--- src/logic/tccu_params.svh ---
// Offsets, field positions, reset values and mode codes of the capture/compare unit
// Assumes a 32-bit AXI4-Lite register slave; printed offsets are register indices
`ifndef TCCU_PARAMS_SVH
`define TCCU_PARAMS_SVH

// ----------------------------------------
// Register indices and address width
// ----------------------------------------
`define TCCU_IDX_CONTROL      8'h17
`define TCCU_IDX_VALUE_LOW    8'h15
`define TCCU_IDX_VALUE_HIGH   8'h16
`define TCCU_IDX_STATUS       8'h18
`define TCCU_IDX_MASK         8'h19
`define TCCU_IDX_PORT         8'h1a
`define TCCU_IDX_TIMER_LOW    8'h1b
`define TCCU_IDX_TIMER_HIGH   8'h1c
`define TCCU_IDX_CONVERTER    8'h1d
`define TCCU_ADDR_BITS        10

// ----------------------------------------
// Field positions and reset values
// ----------------------------------------
`define TCCU_STAT_EVENT       0
`define TCCU_STAT_OVERFLOW    1
`define TCCU_STAT_CONVERT     2
`define TCCU_STAT_BITS        3
`define TCCU_PORT_LATCH       0
`define TCCU_PORT_DIR_IN      1
`define TCCU_CONTROL_RESET    8'h00
`define TCCU_PORT_RESET       8'h02

// ----------------------------------------
// Mode codes
// ----------------------------------------
`define TCCU_MODE_OFF         4'h0
`define TCCU_MODE_TOGGLE      4'h2
`define TCCU_MODE_FALL        4'h4
`define TCCU_MODE_RISE        4'h5
`define TCCU_MODE_RISE4       4'h6
`define TCCU_MODE_RISE16      4'h7
`define TCCU_MODE_SET         4'h8
`define TCCU_MODE_CLEAR       4'h9
`define TCCU_MODE_SOFT        4'ha
`define TCCU_MODE_TRIGGER     4'hb

`define TCCU_RESP_OKAY        2'b00
`define TCCU_RESP_SLVERR      2'b10

`endif

--- src/logic/tccu_pkg.sv ---
// Types shared by the capture/compare unit
// Assumes tccu_params.svh sits beside it
package tccu_pkg;

    typedef struct packed {
        logic [3:0] top;
        logic [3:0] mode;
    } tccu_control_type;

    typedef struct packed {
        logic        captured;
        logic        matched;
        logic        trigger;
    } tccu_event_type;

endpackage

--- src/logic/tccu_unit.sv ---
// Capture/compare unit with its 16-bit timer, AXI4-Lite register slave and interrupt
// Assumes an asynchronous external pin; the pin input is synchronised here
// What this block does
// - On a selected capture event copy the full 16-bit timer count into value register.
// - Capture event: falling edge, rising edge, every 4th or 16th rising edge.
// - Every capture sets the sticky event flag; only software clears it.
// - A new capture overwrites the value register even if unread.
// - With pin as output, a latch write changing the level may capture.
// - Mode change may raise spurious capture; software masks then clears flag.
// - Prescaler counter cleared while off or not capturing, and after reset.
// - Switching between prescale settings keeps the counter; may raise an interrupt.
// - Compare mode matches value against timer, then sets, clears, toggles or keeps pin.
// - Every compare match sets the event flag together with the pin action.
// - Writing zero to control forces the compare output latch low.
// - Software-interrupt compare mode leaves the pin alone, only sets the flag.
// - Trigger mode match resets the timer, making value a 16-bit period.
// - Trigger also starts a conversion, only when the converter is enabled.
// - The trigger's timer reset does not set the timer overflow flag.
// - Control register at index 17h, mode in low four bits, resets to zero.
`include "tccu_params.svh"

module tccu_unit
    import tccu_pkg::*;
#(
    parameter int TIMER_WIDTH = 16
)
(
    // Clock and reset
    input  wire logic                        core_clk,
    input  wire logic                        rst,
    // AXI4-Lite write
    input  wire logic [`TCCU_ADDR_BITS-1:0]  s_axi_awaddr,
    input  wire logic                        s_axi_awvalid,
    output logic                             s_axi_awready,
    input  wire logic [31:0]                 s_axi_wdata,
    input  wire logic [3:0]                  s_axi_wstrb,
    input  wire logic                        s_axi_wvalid,
    output logic                             s_axi_wready,
    output logic [1:0]                       s_axi_bresp,
    output logic                             s_axi_bvalid,
    input  wire logic                        s_axi_bready,
    // AXI4-Lite read
    input  wire logic [`TCCU_ADDR_BITS-1:0]  s_axi_araddr,
    input  wire logic                        s_axi_arvalid,
    output logic                             s_axi_arready,
    output logic [31:0]                      s_axi_rdata,
    output logic [1:0]                       s_axi_rresp,
    output logic                             s_axi_rvalid,
    input  wire logic                        s_axi_rready,
    // Capture/compare pin
    input  wire logic                        pinIn,
    output logic                             pinOut,
    output logic                             pinOutEnable_n,
    // Converter and interrupt
    output logic                             convertStart,
    output logic                             irq
);

    // ----------------------------------------
    // Register state
    // ----------------------------------------
    tccu_control_type         control_q;
    logic [TIMER_WIDTH-1:0]   value_q;
    logic [TIMER_WIDTH-1:0]   timer_q;
    logic [`TCCU_STAT_BITS-1:0] status_q;
    logic [`TCCU_STAT_BITS-1:0] mask_q;
    logic [7:0]               port_q;
    logic                     convEnable_q;
    logic                     cmpLatch_q;
    logic [3:0]               prescale_q;
    logic                     pinSync1_q;
    logic                     pinSync2_q;
    logic                     pinLast_q;
    logic                     awHeld_q;
    logic                     wHeld_q;
    logic [`TCCU_ADDR_BITS-1:0] awAddr_q;
    logic [31:0]              wData_q;
    logic [3:0]               wStrb_q;

    // ----------------------------------------
    // Write channel decode
    // ----------------------------------------
    logic                     wrFire;
    logic [7:0]               wrIdx;
    logic                     wrByte0;
    logic                     wrHit;
    logic                     wrControl;
    logic                     wrValueLow;
    logic                     wrValueHigh;
    logic                     wrStatus;
    logic                     wrMask;
    logic                     wrPort;
    logic                     wrTimerLow;
    logic                     wrTimerHigh;
    logic                     wrConv;
    logic [7:0]               wrByte;

    assign wrFire      = awHeld_q && wHeld_q && !s_axi_bvalid;
    assign wrIdx       = awAddr_q[9:2];
    assign wrByte0     = wrFire && wStrb_q[0] && (awAddr_q[1:0] == 2'h0);
    assign wrByte      = wData_q[7:0];
    assign wrControl   = wrByte0 && (wrIdx == `TCCU_IDX_CONTROL);
    assign wrValueLow  = wrByte0 && (wrIdx == `TCCU_IDX_VALUE_LOW);
    assign wrValueHigh = wrByte0 && (wrIdx == `TCCU_IDX_VALUE_HIGH);
    assign wrStatus    = wrByte0 && (wrIdx == `TCCU_IDX_STATUS);
    assign wrMask      = wrByte0 && (wrIdx == `TCCU_IDX_MASK);
    assign wrPort      = wrByte0 && (wrIdx == `TCCU_IDX_PORT);
    assign wrTimerLow  = wrByte0 && (wrIdx == `TCCU_IDX_TIMER_LOW);
    assign wrTimerHigh = wrByte0 && (wrIdx == `TCCU_IDX_TIMER_HIGH);
    assign wrConv      = wrByte0 && (wrIdx == `TCCU_IDX_CONVERTER);
    assign wrHit       = (wrIdx >= `TCCU_IDX_VALUE_LOW) && (wrIdx <= `TCCU_IDX_CONVERTER);

    // ----------------------------------------
    // Mode decode
    // ----------------------------------------
    logic [3:0]               mode;
    logic                     isCapture;
    logic                     isCompare;
    logic                     isTrigger;

    assign mode      = control_q.mode;
    assign isCapture = (mode == `TCCU_MODE_FALL) || (mode == `TCCU_MODE_RISE)
                    || (mode == `TCCU_MODE_RISE4) || (mode == `TCCU_MODE_RISE16);
    assign isCompare = (mode == `TCCU_MODE_TOGGLE) || (mode[3:2] == 2'b10);
    assign isTrigger = (mode == `TCCU_MODE_TRIGGER);

    // ----------------------------------------
    // Capture path
    // ----------------------------------------
    // Pin level seen by capture: driven latch level when the pin is an output
    logic                     pinLevel;
    logic                     riseEdge;
    logic                     fallEdge;
    logic                     prescaleHit;
    logic                     captureEvent;
    logic [3:0]               prescaleNext;

    assign pinLevel     = port_q[`TCCU_PORT_DIR_IN] ? pinSync2_q : pinOut;
    assign riseEdge     = pinLevel && !pinLast_q;
    assign fallEdge     = !pinLevel && pinLast_q;
    assign prescaleHit  = (mode == `TCCU_MODE_RISE4) ? (prescale_q[1:0] == 2'h3)
                                                     : (prescale_q == 4'hf);
    assign captureEvent = ((mode == `TCCU_MODE_FALL) && fallEdge)
                       || ((mode == `TCCU_MODE_RISE) && riseEdge)
                       || (((mode == `TCCU_MODE_RISE4) || (mode == `TCCU_MODE_RISE16))
                           && riseEdge && prescaleHit);
    // Counter kept across prescale changes; only leaving capture clears it
    assign prescaleNext = !isCapture ? 4'h0
                        : (riseEdge ? 4'(prescale_q + 4'h1) : prescale_q);

    // ----------------------------------------
    // Compare path
    // ----------------------------------------
    logic                     match;
    logic                     cmpLatchNext;
    logic                     trigger;
    logic                     timerWrap;
    logic [TIMER_WIDTH-1:0]   timerNext;

    assign match = isCompare && (value_q == timer_q);
    assign trigger = match && isTrigger;
    always_comb
    begin
        cmpLatchNext = cmpLatch_q;
        if (wrControl && (wrByte == 8'h00))
        begin
            cmpLatchNext = 1'b0;
        end
        else if (match)
        begin
            unique case (mode)
                `TCCU_MODE_SET:    cmpLatchNext = 1'b1;
                `TCCU_MODE_CLEAR:  cmpLatchNext = 1'b0;
                `TCCU_MODE_TOGGLE: cmpLatchNext = !cmpLatch_q;
                default:           cmpLatchNext = cmpLatch_q;
            endcase
        end
    end

    // Timer runs synchronously to core_clk only, so no asynchronous counting mode
    assign timerWrap = (timer_q == {TIMER_WIDTH{1'b1}});
    always_comb
    begin
        timerNext = TIMER_WIDTH'(timer_q + 1'b1);
        if (trigger)
        begin
            timerNext = '0;
        end
        else if (wrTimerLow)
        begin
            timerNext = {timer_q[TIMER_WIDTH-1:8], wrByte};
        end
        else if (wrTimerHigh)
        begin
            timerNext = {wrByte, timer_q[7:0]};
        end
    end

    // ----------------------------------------
    // Status, set wins over clear
    // ----------------------------------------
    tccu_event_type           events;
    logic [`TCCU_STAT_BITS-1:0] statusSet;
    logic [`TCCU_STAT_BITS-1:0] statusNext;
    logic [TIMER_WIDTH-1:0]   valueNext;

    assign events.captured = isCapture && captureEvent;
    assign events.matched  = match;
    assign events.trigger  = trigger && convEnable_q;
    // Overflow only from natural wrap; trigger reset does not count
    assign statusSet[`TCCU_STAT_EVENT]    = events.captured || events.matched;
    assign statusSet[`TCCU_STAT_OVERFLOW] = timerWrap && !trigger && !wrTimerLow
                                         && !wrTimerHigh;
    assign statusSet[`TCCU_STAT_CONVERT]  = events.trigger;
    assign statusNext = (status_q & ~(wrStatus ? wrByte[`TCCU_STAT_BITS-1:0] : '0))
                      | statusSet;
    assign valueNext  = events.captured ? timer_q
                      : wrValueLow  ? {value_q[TIMER_WIDTH-1:8], wrByte}
                      : wrValueHigh ? {wrByte, value_q[7:0]} : value_q;

    // ----------------------------------------
    // Core registers
    // ----------------------------------------
    always_ff @(posedge core_clk or posedge rst)
    begin
        if (rst)
        begin
            control_q    <= `TCCU_CONTROL_RESET;
            value_q      <= '0;
            timer_q      <= '0;
            status_q     <= '0;
            mask_q       <= '0;
            port_q       <= `TCCU_PORT_RESET;
            convEnable_q <= 1'b0;
            cmpLatch_q   <= 1'b0;
            prescale_q   <= 4'h0;
            pinSync1_q   <= 1'b0;
            pinSync2_q   <= 1'b0;
            pinLast_q    <= 1'b0;
        end
        else
        begin
            control_q    <= wrControl ? wrByte : control_q;
            value_q      <= valueNext;
            timer_q      <= timerNext;
            status_q     <= statusNext;
            mask_q       <= wrMask ? wrByte[`TCCU_STAT_BITS-1:0] : mask_q;
            port_q       <= wrPort ? {6'h0, wrByte[1:0]} : port_q;
            convEnable_q <= wrConv ? wrByte[0] : convEnable_q;
            cmpLatch_q   <= cmpLatchNext;
            prescale_q   <= prescaleNext;
            pinSync1_q   <= pinIn;
            pinSync2_q   <= pinSync1_q;
            pinLast_q    <= pinLevel;
        end
    end

    // ----------------------------------------
    // Pin, converter and interrupt outputs
    // ----------------------------------------
    // Compare latch owns the pin in compare modes, port latch otherwise
    logic                     pinOutNext;

    assign pinOutNext = isCompare ? cmpLatchNext : port_q[`TCCU_PORT_LATCH];

    always_ff @(posedge core_clk or posedge rst)
    begin
        if (rst)
        begin
            pinOut         <= 1'b0;
            pinOutEnable_n <= 1'b1;
            convertStart   <= 1'b0;
            irq            <= 1'b0;
        end
        else
        begin
            pinOut         <= pinOutNext;
            pinOutEnable_n <= wrPort ? wrByte[`TCCU_PORT_DIR_IN]
                                     : port_q[`TCCU_PORT_DIR_IN];
            convertStart   <= events.trigger;
            irq            <= |(statusNext & (wrMask ? wrByte[`TCCU_STAT_BITS-1:0]
                                                     : mask_q));
        end
    end

    // ----------------------------------------
    // AXI4-Lite slave
    // ----------------------------------------
    logic [7:0]               rdIdx;
    logic                     rdHit;
    logic [31:0]              rdWord;

    assign rdIdx = s_axi_araddr[9:2];
    assign rdHit = (rdIdx >= `TCCU_IDX_VALUE_LOW) && (rdIdx <= `TCCU_IDX_CONVERTER);
    always_comb
    begin
        rdWord = 32'h0;
        unique case (rdIdx)
            `TCCU_IDX_CONTROL:    rdWord = {24'h0, control_q};
            `TCCU_IDX_VALUE_LOW:  rdWord = {24'h0, value_q[7:0]};
            `TCCU_IDX_VALUE_HIGH: rdWord = {24'h0, value_q[15:8]};
            `TCCU_IDX_STATUS:     rdWord = {29'h0, status_q};
            `TCCU_IDX_MASK:       rdWord = {29'h0, mask_q};
            `TCCU_IDX_PORT:       rdWord = {24'h0, port_q};
            `TCCU_IDX_TIMER_LOW:  rdWord = {24'h0, timer_q[7:0]};
            `TCCU_IDX_TIMER_HIGH: rdWord = {24'h0, timer_q[15:8]};
            `TCCU_IDX_CONVERTER:  rdWord = {31'h0, convEnable_q};
            default:              rdWord = 32'h0;
        endcase
    end

    // One write and one read at a time; channels held until the response leaves
    always_ff @(posedge core_clk or posedge rst)
    begin
        if (rst)
        begin
            awHeld_q      <= 1'b0;
            wHeld_q       <= 1'b0;
            awAddr_q      <= '0;
            wData_q       <= 32'h0;
            wStrb_q       <= 4'h0;
            s_axi_awready <= 1'b0;
            s_axi_wready  <= 1'b0;
            s_axi_bvalid  <= 1'b0;
            s_axi_bresp   <= `TCCU_RESP_OKAY;
            s_axi_arready <= 1'b0;
            s_axi_rvalid  <= 1'b0;
            s_axi_rdata   <= 32'h0;
            s_axi_rresp   <= `TCCU_RESP_OKAY;
        end
        else
        begin
            s_axi_awready <= !awHeld_q && !s_axi_awready && s_axi_awvalid;
            s_axi_wready  <= !wHeld_q && !s_axi_wready && s_axi_wvalid;
            if (s_axi_awvalid && s_axi_awready)
            begin
                awHeld_q <= 1'b1;
                awAddr_q <= s_axi_awaddr;
            end
            if (s_axi_wvalid && s_axi_wready)
            begin
                wHeld_q <= 1'b1;
                wData_q <= s_axi_wdata;
                wStrb_q <= s_axi_wstrb;
            end
            if (wrFire)
            begin
                s_axi_bvalid <= 1'b1;
                s_axi_bresp  <= wrHit ? `TCCU_RESP_OKAY : `TCCU_RESP_SLVERR;
            end
            else if (s_axi_bvalid && s_axi_bready)
            begin
                s_axi_bvalid <= 1'b0;
                awHeld_q     <= 1'b0;
                wHeld_q      <= 1'b0;
            end
            s_axi_arready <= !s_axi_arready && !s_axi_rvalid && s_axi_arvalid;
            if (s_axi_arvalid && s_axi_arready)
            begin
                s_axi_rvalid <= 1'b1;
                s_axi_rdata  <= rdWord;
                s_axi_rresp  <= rdHit ? `TCCU_RESP_OKAY : `TCCU_RESP_SLVERR;
            end
            else if (s_axi_rvalid && s_axi_rready)
            begin
                s_axi_rvalid <= 1'b0;
            end
        end
    end

endmodule

--- config.mk ---
export PLATFORM = sky130hd
export DESIGN_NAME = tccu_unit
export DESIGN_NICKNAME = d
export VERILOG_FILES = /design/src/logic/tccu_pkg.sv /design/src/logic/tccu_unit.sv
export VERILOG_INCLUDE_DIRS = /design/src /design/src/logic
export SDC_FILE = /design/constraint.sdc
export NUM_CORES = 1
export LEC_CHECK = 0
export BUFFER_PORTS_ARGS = -buffer_cell sky130_fd_sc_hd__buf_2
export CAP_MARGIN = 20
export CORE_MARGIN = 5
export CORE_UTILIZATION = 50
export DETAILED_ROUTE_END_ITERATION = 16
export GPL_ROUTABILITY_DRIVEN = 0
export PLACE_DENSITY_LB_ADDON = 0.2
export SETUP_SLACK_MARGIN = 0.1
export SYNTH_ARGS = -nofsm -noshare
export SYNTH_HDL_FRONTEND = slang
export SYNTH_SLANG_ARGS = --single-unit
--- constraint.sdc ---
create_clock -name core_clk -period 2.7 [get_ports core_clk]
set_input_delay 0.27 -clock core_clk [delete_from_list [all_inputs] [get_ports core_clk]]
set_output_delay 0.27 -clock core_clk [all_outputs]
set_load 0.05 [all_outputs]
[Word-level counts from Yosys, hierarchy flattened]
Cells that the tools add are included.
Word-level totals
  register bits after elaboration: 123
  latch bits: 0
  memory bits (writable): 0
  bits in read-only memories: 0
  input bits: 64
  output and inout port bits: 45
  logic and storage cells: 176
  memories: 0
Operators by class
  add/subtract/negate cells: 2
  $mul: 0
  div/mod/pow operators: 0
  magnitude comparators: 4
  equality and inequality tests: 35
  shift-type cells: 0
  multiplexer cells: 30
  bitwise logic cells: 4
  reduce and logical (&&, ||, !) cells: 69
Operators with widths (count)
  $eq A8 B5 Y1 const B: 18
  $mux W16: 6
  $pmux W8 S9: 1
  $logic_and A1 B1 Y1: 40
  $add A16 B1 Y16 const B: 1
  $eq A16 B16 Y1: 1
  $eq A16 B16 Y1 const B: 1
  $eq A4 B3 Y1 const B: 4
  $eq A4 B4 Y1 const B: 4
  $ge A8 B5 Y1 const B: 2
  $le A8 B5 Y1 const B: 2
  $mux W1: 16
  $logic_not A1 Y1: 13
  $logic_not A8 Y1: 1
  $logic_or A1 B1 Y1: 8
  $mux W4: 2
  $reduce_bool A2 Y1: 4
  $and A3 B3 Y3: 2
  $mux W3: 2
  $add A4 B1 Y4 const B: 1
  $eq A2 B2 Y1 const B: 2
  $eq A4 B2 Y1 const B: 1
  $mux W2: 2
  $ne A2 B1 Y1 const B: 2
  other kinds (8): 8

[Longest topological paths before layout]
  word-level depth: 11
  mapped depth: 8
  mapped depth without buffers: 7

[Worst setup path after synthesis]
No wires, ideal clock.
  path type: reg2reg
  start point: register s_axi_bvalid
  end point: register irq
  setup time: 0.142 ns
  arrival time: 2.126 ns
  data required time: 2.558 ns
  slack: 0.432 ns
  stages on the path, launching flop included: 8
  path buffers: 1
  clock period less this slack: 2.268 ns
  cells stage by stage: dfrtp_1 > and3b_1 > buf_2 > nand3_4 > nor3_1 > mux2_2 > o31ai_1 > o221ai_1
Between the ends
  longest elaborated chain between the ends: 11
  elaborated cells between the ends (all ways): 19
  classes of those cells: mux (2); bitwise (4); reduce/logical (13)
RTL lines
  start: declaration: RTL line tccu_unit.sv:40  | output logic s_axi_bvalid,
  start signal: assignment: RTL line tccu_unit.sv:324  | s_axi_bvalid <= 1'b0;
  start signal: assignment: RTL line tccu_unit.sv:348  | s_axi_bvalid <= 1'b1;
  start signal: assignment: RTL line tccu_unit.sv:353  | s_axi_bvalid <= 1'b0;
  $logic_not A1 Y1 (*): RTL line tccu_unit.sv:98  | assign wrFire = awHeld_q && wHeld_q && !s_axi_bvalid;
  $logic_and A1 B1 Y1 (*): RTL line tccu_unit.sv:98
  $logic_and A1 B1 Y1 (*) (2 in series): RTL line tccu_unit.sv:100  | assign wrByte0 = wrFire && wStrb_q[0] && (awAddr_q[1:0] == 2'h0);
  $logic_and A1 B1 Y1, on equally long branches: RTL line tccu_unit.sv:105, tccu_unit.sv:108
  $mux W3 or $logic_not A1 Y1 (tied branches): RTL line tccu_unit.sv:215, tccu_unit.sv:212
  $not A3 Y3 or $logic_and A1 B1 Y1 (tied branches): RTL line tccu_unit.sv:215, tccu_unit.sv:212
  $and A3 B3 Y3 or $logic_and A1 B1 Y1 (tied branches): RTL line tccu_unit.sv:215, tccu_unit.sv:213
  $or A3 B3 Y3: RTL line tccu_unit.sv:215  | assign statusNext = (status_q & ~(wrStatus ? wrByte[`TCCU_STAT_BITS-1:0] : '0))
  $and A3 B3 Y3 (*): RTL line tccu_unit.sv:281  | irq <= |(statusNext & (wrMask ? wrByte[`TCCU_STAT_BITS-1:0]
  $reduce_or A3 Y1 (*): RTL line tccu_unit.sv:281
  end signal: assignment: RTL line tccu_unit.sv:281
  end: declaration: RTL line tccu_unit.sv:56  | output logic irq
Mark *: on every way between the ends. The rest lies on a longest branch, timed or not.
A chain may end at the register's enable or synchronous reset.

[Worst setup path after layout]
  start point: register awAddr_q[7]
  end point: register control_q, in the netlist mode[1]
Between the ends
  longest elaborated chain between the ends: 2
RTL lines
  start: declaration: RTL line tccu_unit.sv:76  | logic [`TCCU_ADDR_BITS-1:0] awAddr_q;
  start signal: assignment: RTL line tccu_unit.sv:338  | awAddr_q <= s_axi_awaddr;
  $eq A8 B5 Y1 (no source line)
  $logic_and A1 B1 Y1: RTL line tccu_unit.sv:102  | assign wrControl = wrByte0 && (wrIdx == `TCCU_IDX_CONTROL);
  end signal: assignment: RTL line tccu_unit.sv:228  | control_q <= `TCCU_CONTROL_RESET;
  end signal: assignment: RTL line tccu_unit.sv:243  | control_q <= wrControl ? wrByte : control_q;
  end: declaration: RTL line tccu_unit.sv:62  | tccu_control_type control_q;
No other way between the ends.

==> qor.yml <==
setup_slack_on_the_worst_flop_to_flop_path_ps: 440
grt_usage_pct: 20.4
worst-r2r-cell-count: 4
overflow: 0
syn-instance-count: 523
powerDensity_nw_per_um2: 716
maxCapViolCount: 0
area_growth_pct: 12.1
drtPass1Iterations: 5
ys_seq_area_share_pct: 45.3
ir_worst_vdd_mv: 0.535
leakage_nw: 2.77
wl_mm: 12.7
insertion_delay_ps: 370
starting_density_of_the_core_pct: 51.5
post_layout_nonfiller_instances: 721
place.port_buffers: 53
final.period_utilization_pct: 83.9
final.min_clock_period_ps: 2260
actual_slew_at_the_worst_max_slew_pin_ps: 858
dominantRegCellSynth: "sky130_fd_sc_hd__dfrtp_1"
postRouteAntennaNets: 0
h-tree-depth: 3
grt_max_degree: 46
detailedPlacementHpwl_mm: 9.19
cts_tree: "done"
fillerInstances: 935
die_w_um: 114
setup_slack_ps: 436
post_synth_main_area_contributors: "sky130_fd_sc_hd__dfrtp_1 (44%), sky130_fd_sc_hd__mux2_2 (6.7%), sky130_fd_sc_hd__mux2i_1 (4.3%)"
hp-class: "input port to flop"
drc: 0
ys.warnings.count: 0
setup.worst_path.end: "mode[1]$_DFFE_PP0P_"
yosys.cell_types.count: 62
cts-root-buf: "sky130_fd_sc_hd__clkbuf_8"
crit_path_end_kind: "flop"
postSynthRegisterBits: 97
worst_ep_required_time_ps: 2970
post_synth.cell_area_avg_um2: 10.3
clock_pin_transition_on_the_worst_setup_and_hold_timing_paths_ps: 100
finalSetupViolCount: 0
critical_path.startpoint: "awAddr_q[7]$_DFFE_PP0P_"
report.final.slew_viol_count: 0
maxClockFrequency_ghz: 0.442
report.power.total_w: 0.00431
timing.critical_path.fanout_max: 5
floorplan.die.height_um: 114
vias_in_the_first_global_route: 3955
regToRegStartpoint: "awAddr_q[7]$_DFFE_PP0P_"
critical_path.reg2reg.endpoint: "mode[1]$_DFFE_PP0P_"
post-place-cells: 702
num_antenna_cells: 0
rsz0062_at_grt: "false"
clock_buffers_created_by_tritoncts: 9
antenna_found_initial: 0
full_die_area_um2: 12900
yosys_top_cell_area_share_pct: 44.3
synth_top_area_cell: "sky130_fd_sc_hd__dfrtp_1"
timing.critical_path.from_type: "flop"
cts-root-to-sink-buffers: 2
run_status: "finished clean"
max-slew-margin-rel_pct: 42.8
setup-tns-final_ps: 0
detail_route.vias_per_cell: 5.75
nets: 646
pre_cts_slack_ps: 375
timing.clock.skew_ps: 10.4
grt_first_pass_wirelength_mm: 20.8
synth-async-reset-ratio_pct: 100
io_pins: 109
finalCoreUtilization_pct: 57.8
final-hold-violation-count: 0
dr_total_vias: 4149
cts.sinks: 97
drt_iter0_drc: 246
routed_wire_length_per_instance_um: 17.6
drive_above_1_share_pct: 24.6
fp.coreArea_um2: 10400
synth_enable_flop_cells: 0
worst-endpoint-arrival_ps: 2530
rows: 37
synth.cell_area_um2: 5370
timing.setup.critical_path_class: "flop to flop"
synth_stat cells (all sizes together), types with 4 or more instances:
cell / count
dfrtp: 95
nand2: 53
buf: 40
o21ai: 33
mux2: 32
nor2: 25
a21oi: 24
xor2: 24
mux2i: 23
clkbuf: 16
inv: 15
a211oi: 12
nor4: 12
nand3: 11
nand4: 11
a22o: 8
nor3: 8
a21o: 6
nor3b: 6
a222oi: 5
nand2b: 5
nor4b: 5
a21boi: 4
layout by cell type (no fill, tap or decap), types with 9 or more instances in the layout:
cell	count
sky130_fd_sc_hd__clkbuf_8	9
sky130_fd_sc_hd__inv_1	14
sky130_fd_sc_hd__buf_4	20
sky130_fd_sc_hd__o21ai_0	24
sky130_fd_sc_hd__o21ai_1	9
sky130_fd_sc_hd__nand2_1	53
sky130_fd_sc_hd__mux2_2	32
sky130_fd_sc_hd__a21oi_1	23
sky130_fd_sc_hd__mux2i_1	23
sky130_fd_sc_hd__a211oi_1	12
sky130_fd_sc_hd__xor2_1	24
sky130_fd_sc_hd__dfrtp_1	95
sky130_fd_sc_hd__nand4_1	11
sky130_fd_sc_hd__conb_1	26
sky130_fd_sc_hd__nor2_1	25
sky130_fd_sc_hd__nand3_1	10
sky130_fd_sc_hd__buf_2	53
metrics by stage:
| stage | hold slack (ps) | cell area [um2] |
|---|---|---|
| global placement | 338 | 5740 |
| global route | 75.0 | 6020 |
| floorplan | 301 | 5470 |
| finish | 71.2 | 6020 |
| detailed placement | 342 | 5740 |
| CTS | 70.0 | 5980 |
power by group:
group | internal (W) | switching [W] | leakage [nW]
Sequential | 0.00171 | 0.000418 | 1.27
Clock | 0.000540 | 0.000558 | 0.117
Combinational | 0.000445 | 0.000643 | 1.39
Total | 0.00269 | 0.00162 | 2.77
how the worst min path moves through the flow:
| stage | slack [ps] | depth (start not counted) | to | startpoint |
|---|---|---|---|---|
| global route | 70 | 2 | s_axi_rvalid$_DFFE_PP0P_ | s_axi_rready |
| global placement | 340 | 0 | pinSync2_q$_DFF_PP0_ | pinSync1_q$_DFF_PP0_ |
| detailed placement | 340 | 0 | pinSync2_q$_DFF_PP0_ | pinSync1_q$_DFF_PP0_ |
| CTS | 70 | 2 | s_axi_rvalid$_DFFE_PP0P_ | s_axi_rready |
| finish | 70 | 2 | s_axi_rvalid$_DFFE_PP0P_ | s_axi_rready |
| floorplan | 300 | 0 | pinSync1_q$_DFF_PP0_ | pinIn |
what timing repair did:
item,in CTS,in global routing
gates resized for setup,0,1
setup endpoints to repair,0,1
endpoints found under the hold margin,1,35
hold buffers,1,1
buffers inserted,0,0
cells by family (layout without fill, tap and decap cells):
family / count (synthesis) / after routing / synth area share [%]
multiplexers: 57 / 57 / 11.8
AND/OR/NAND/NOR: 157 / 157 / 17.3
buffers and inverters: 71 / 108 / 7.22
AO/OA/AOI/OAI: 111 / 111 / 13.4
other: 1 / 26 / 0.0698
flip-flops: 97 / 97 / 45.3
adder cells (fa/ha/maj): 2 / 2 / 0.466
XOR/XNOR: 27 / 27 / 4.40
critical path, cell delays in order (launching register included):
cell and delay [ps]:
sky130_fd_sc_hd__dfrtp_1 430, sky130_fd_sc_hd__or4b_1 610, sky130_fd_sc_hd__nor4_4 560, sky130_fd_sc_hd__buf_4 240, sky130_fd_sc_hd__mux2_2 330
sequential cells by signal, indices dropped and copies added, names as in the netlist, 2 cells and up:
name / count
timer_q: 16
value_q: 16
awAddr_q: 10
s_axi_rdata: 8
wData_q: 8
control_q: 4
mode: 4
prescale_q: 4
mask_q: 3
status_q: 3
port_q: 2
routing by layer:
layer | global-route usage (%) | wire [um] | vias up
met3 | 3.24 | 689 | 21
met5 | 0 | 0 | -
li1 | - | - | 1951
met1 | 28.0 | 5630 | 2035
met4 | 7.69 | 290 | 0
met2 | 32.5 | 6110 | 142
area by class of cell:
| cell class | instances | area [um2] | area share (%) |
|---|---|---|---|
| Multi-Input combinational cell | 380 | 2660 | 44.1 |
| Inverter | 15 | 60.1 | 0.998 |
| Sequential cell | 97 | 2430 | 40.4 |
| Timing Repair Buffer | 77 | 475 | 7.90 |
| Tap cell | 136 | 170 | 2.83 |
| Clock inverter | 7 | 106 | 1.77 |
| Clock buffer | 9 | 124 | 2.06 |
No activity file was read; power rests on OpenSTA's default activity.
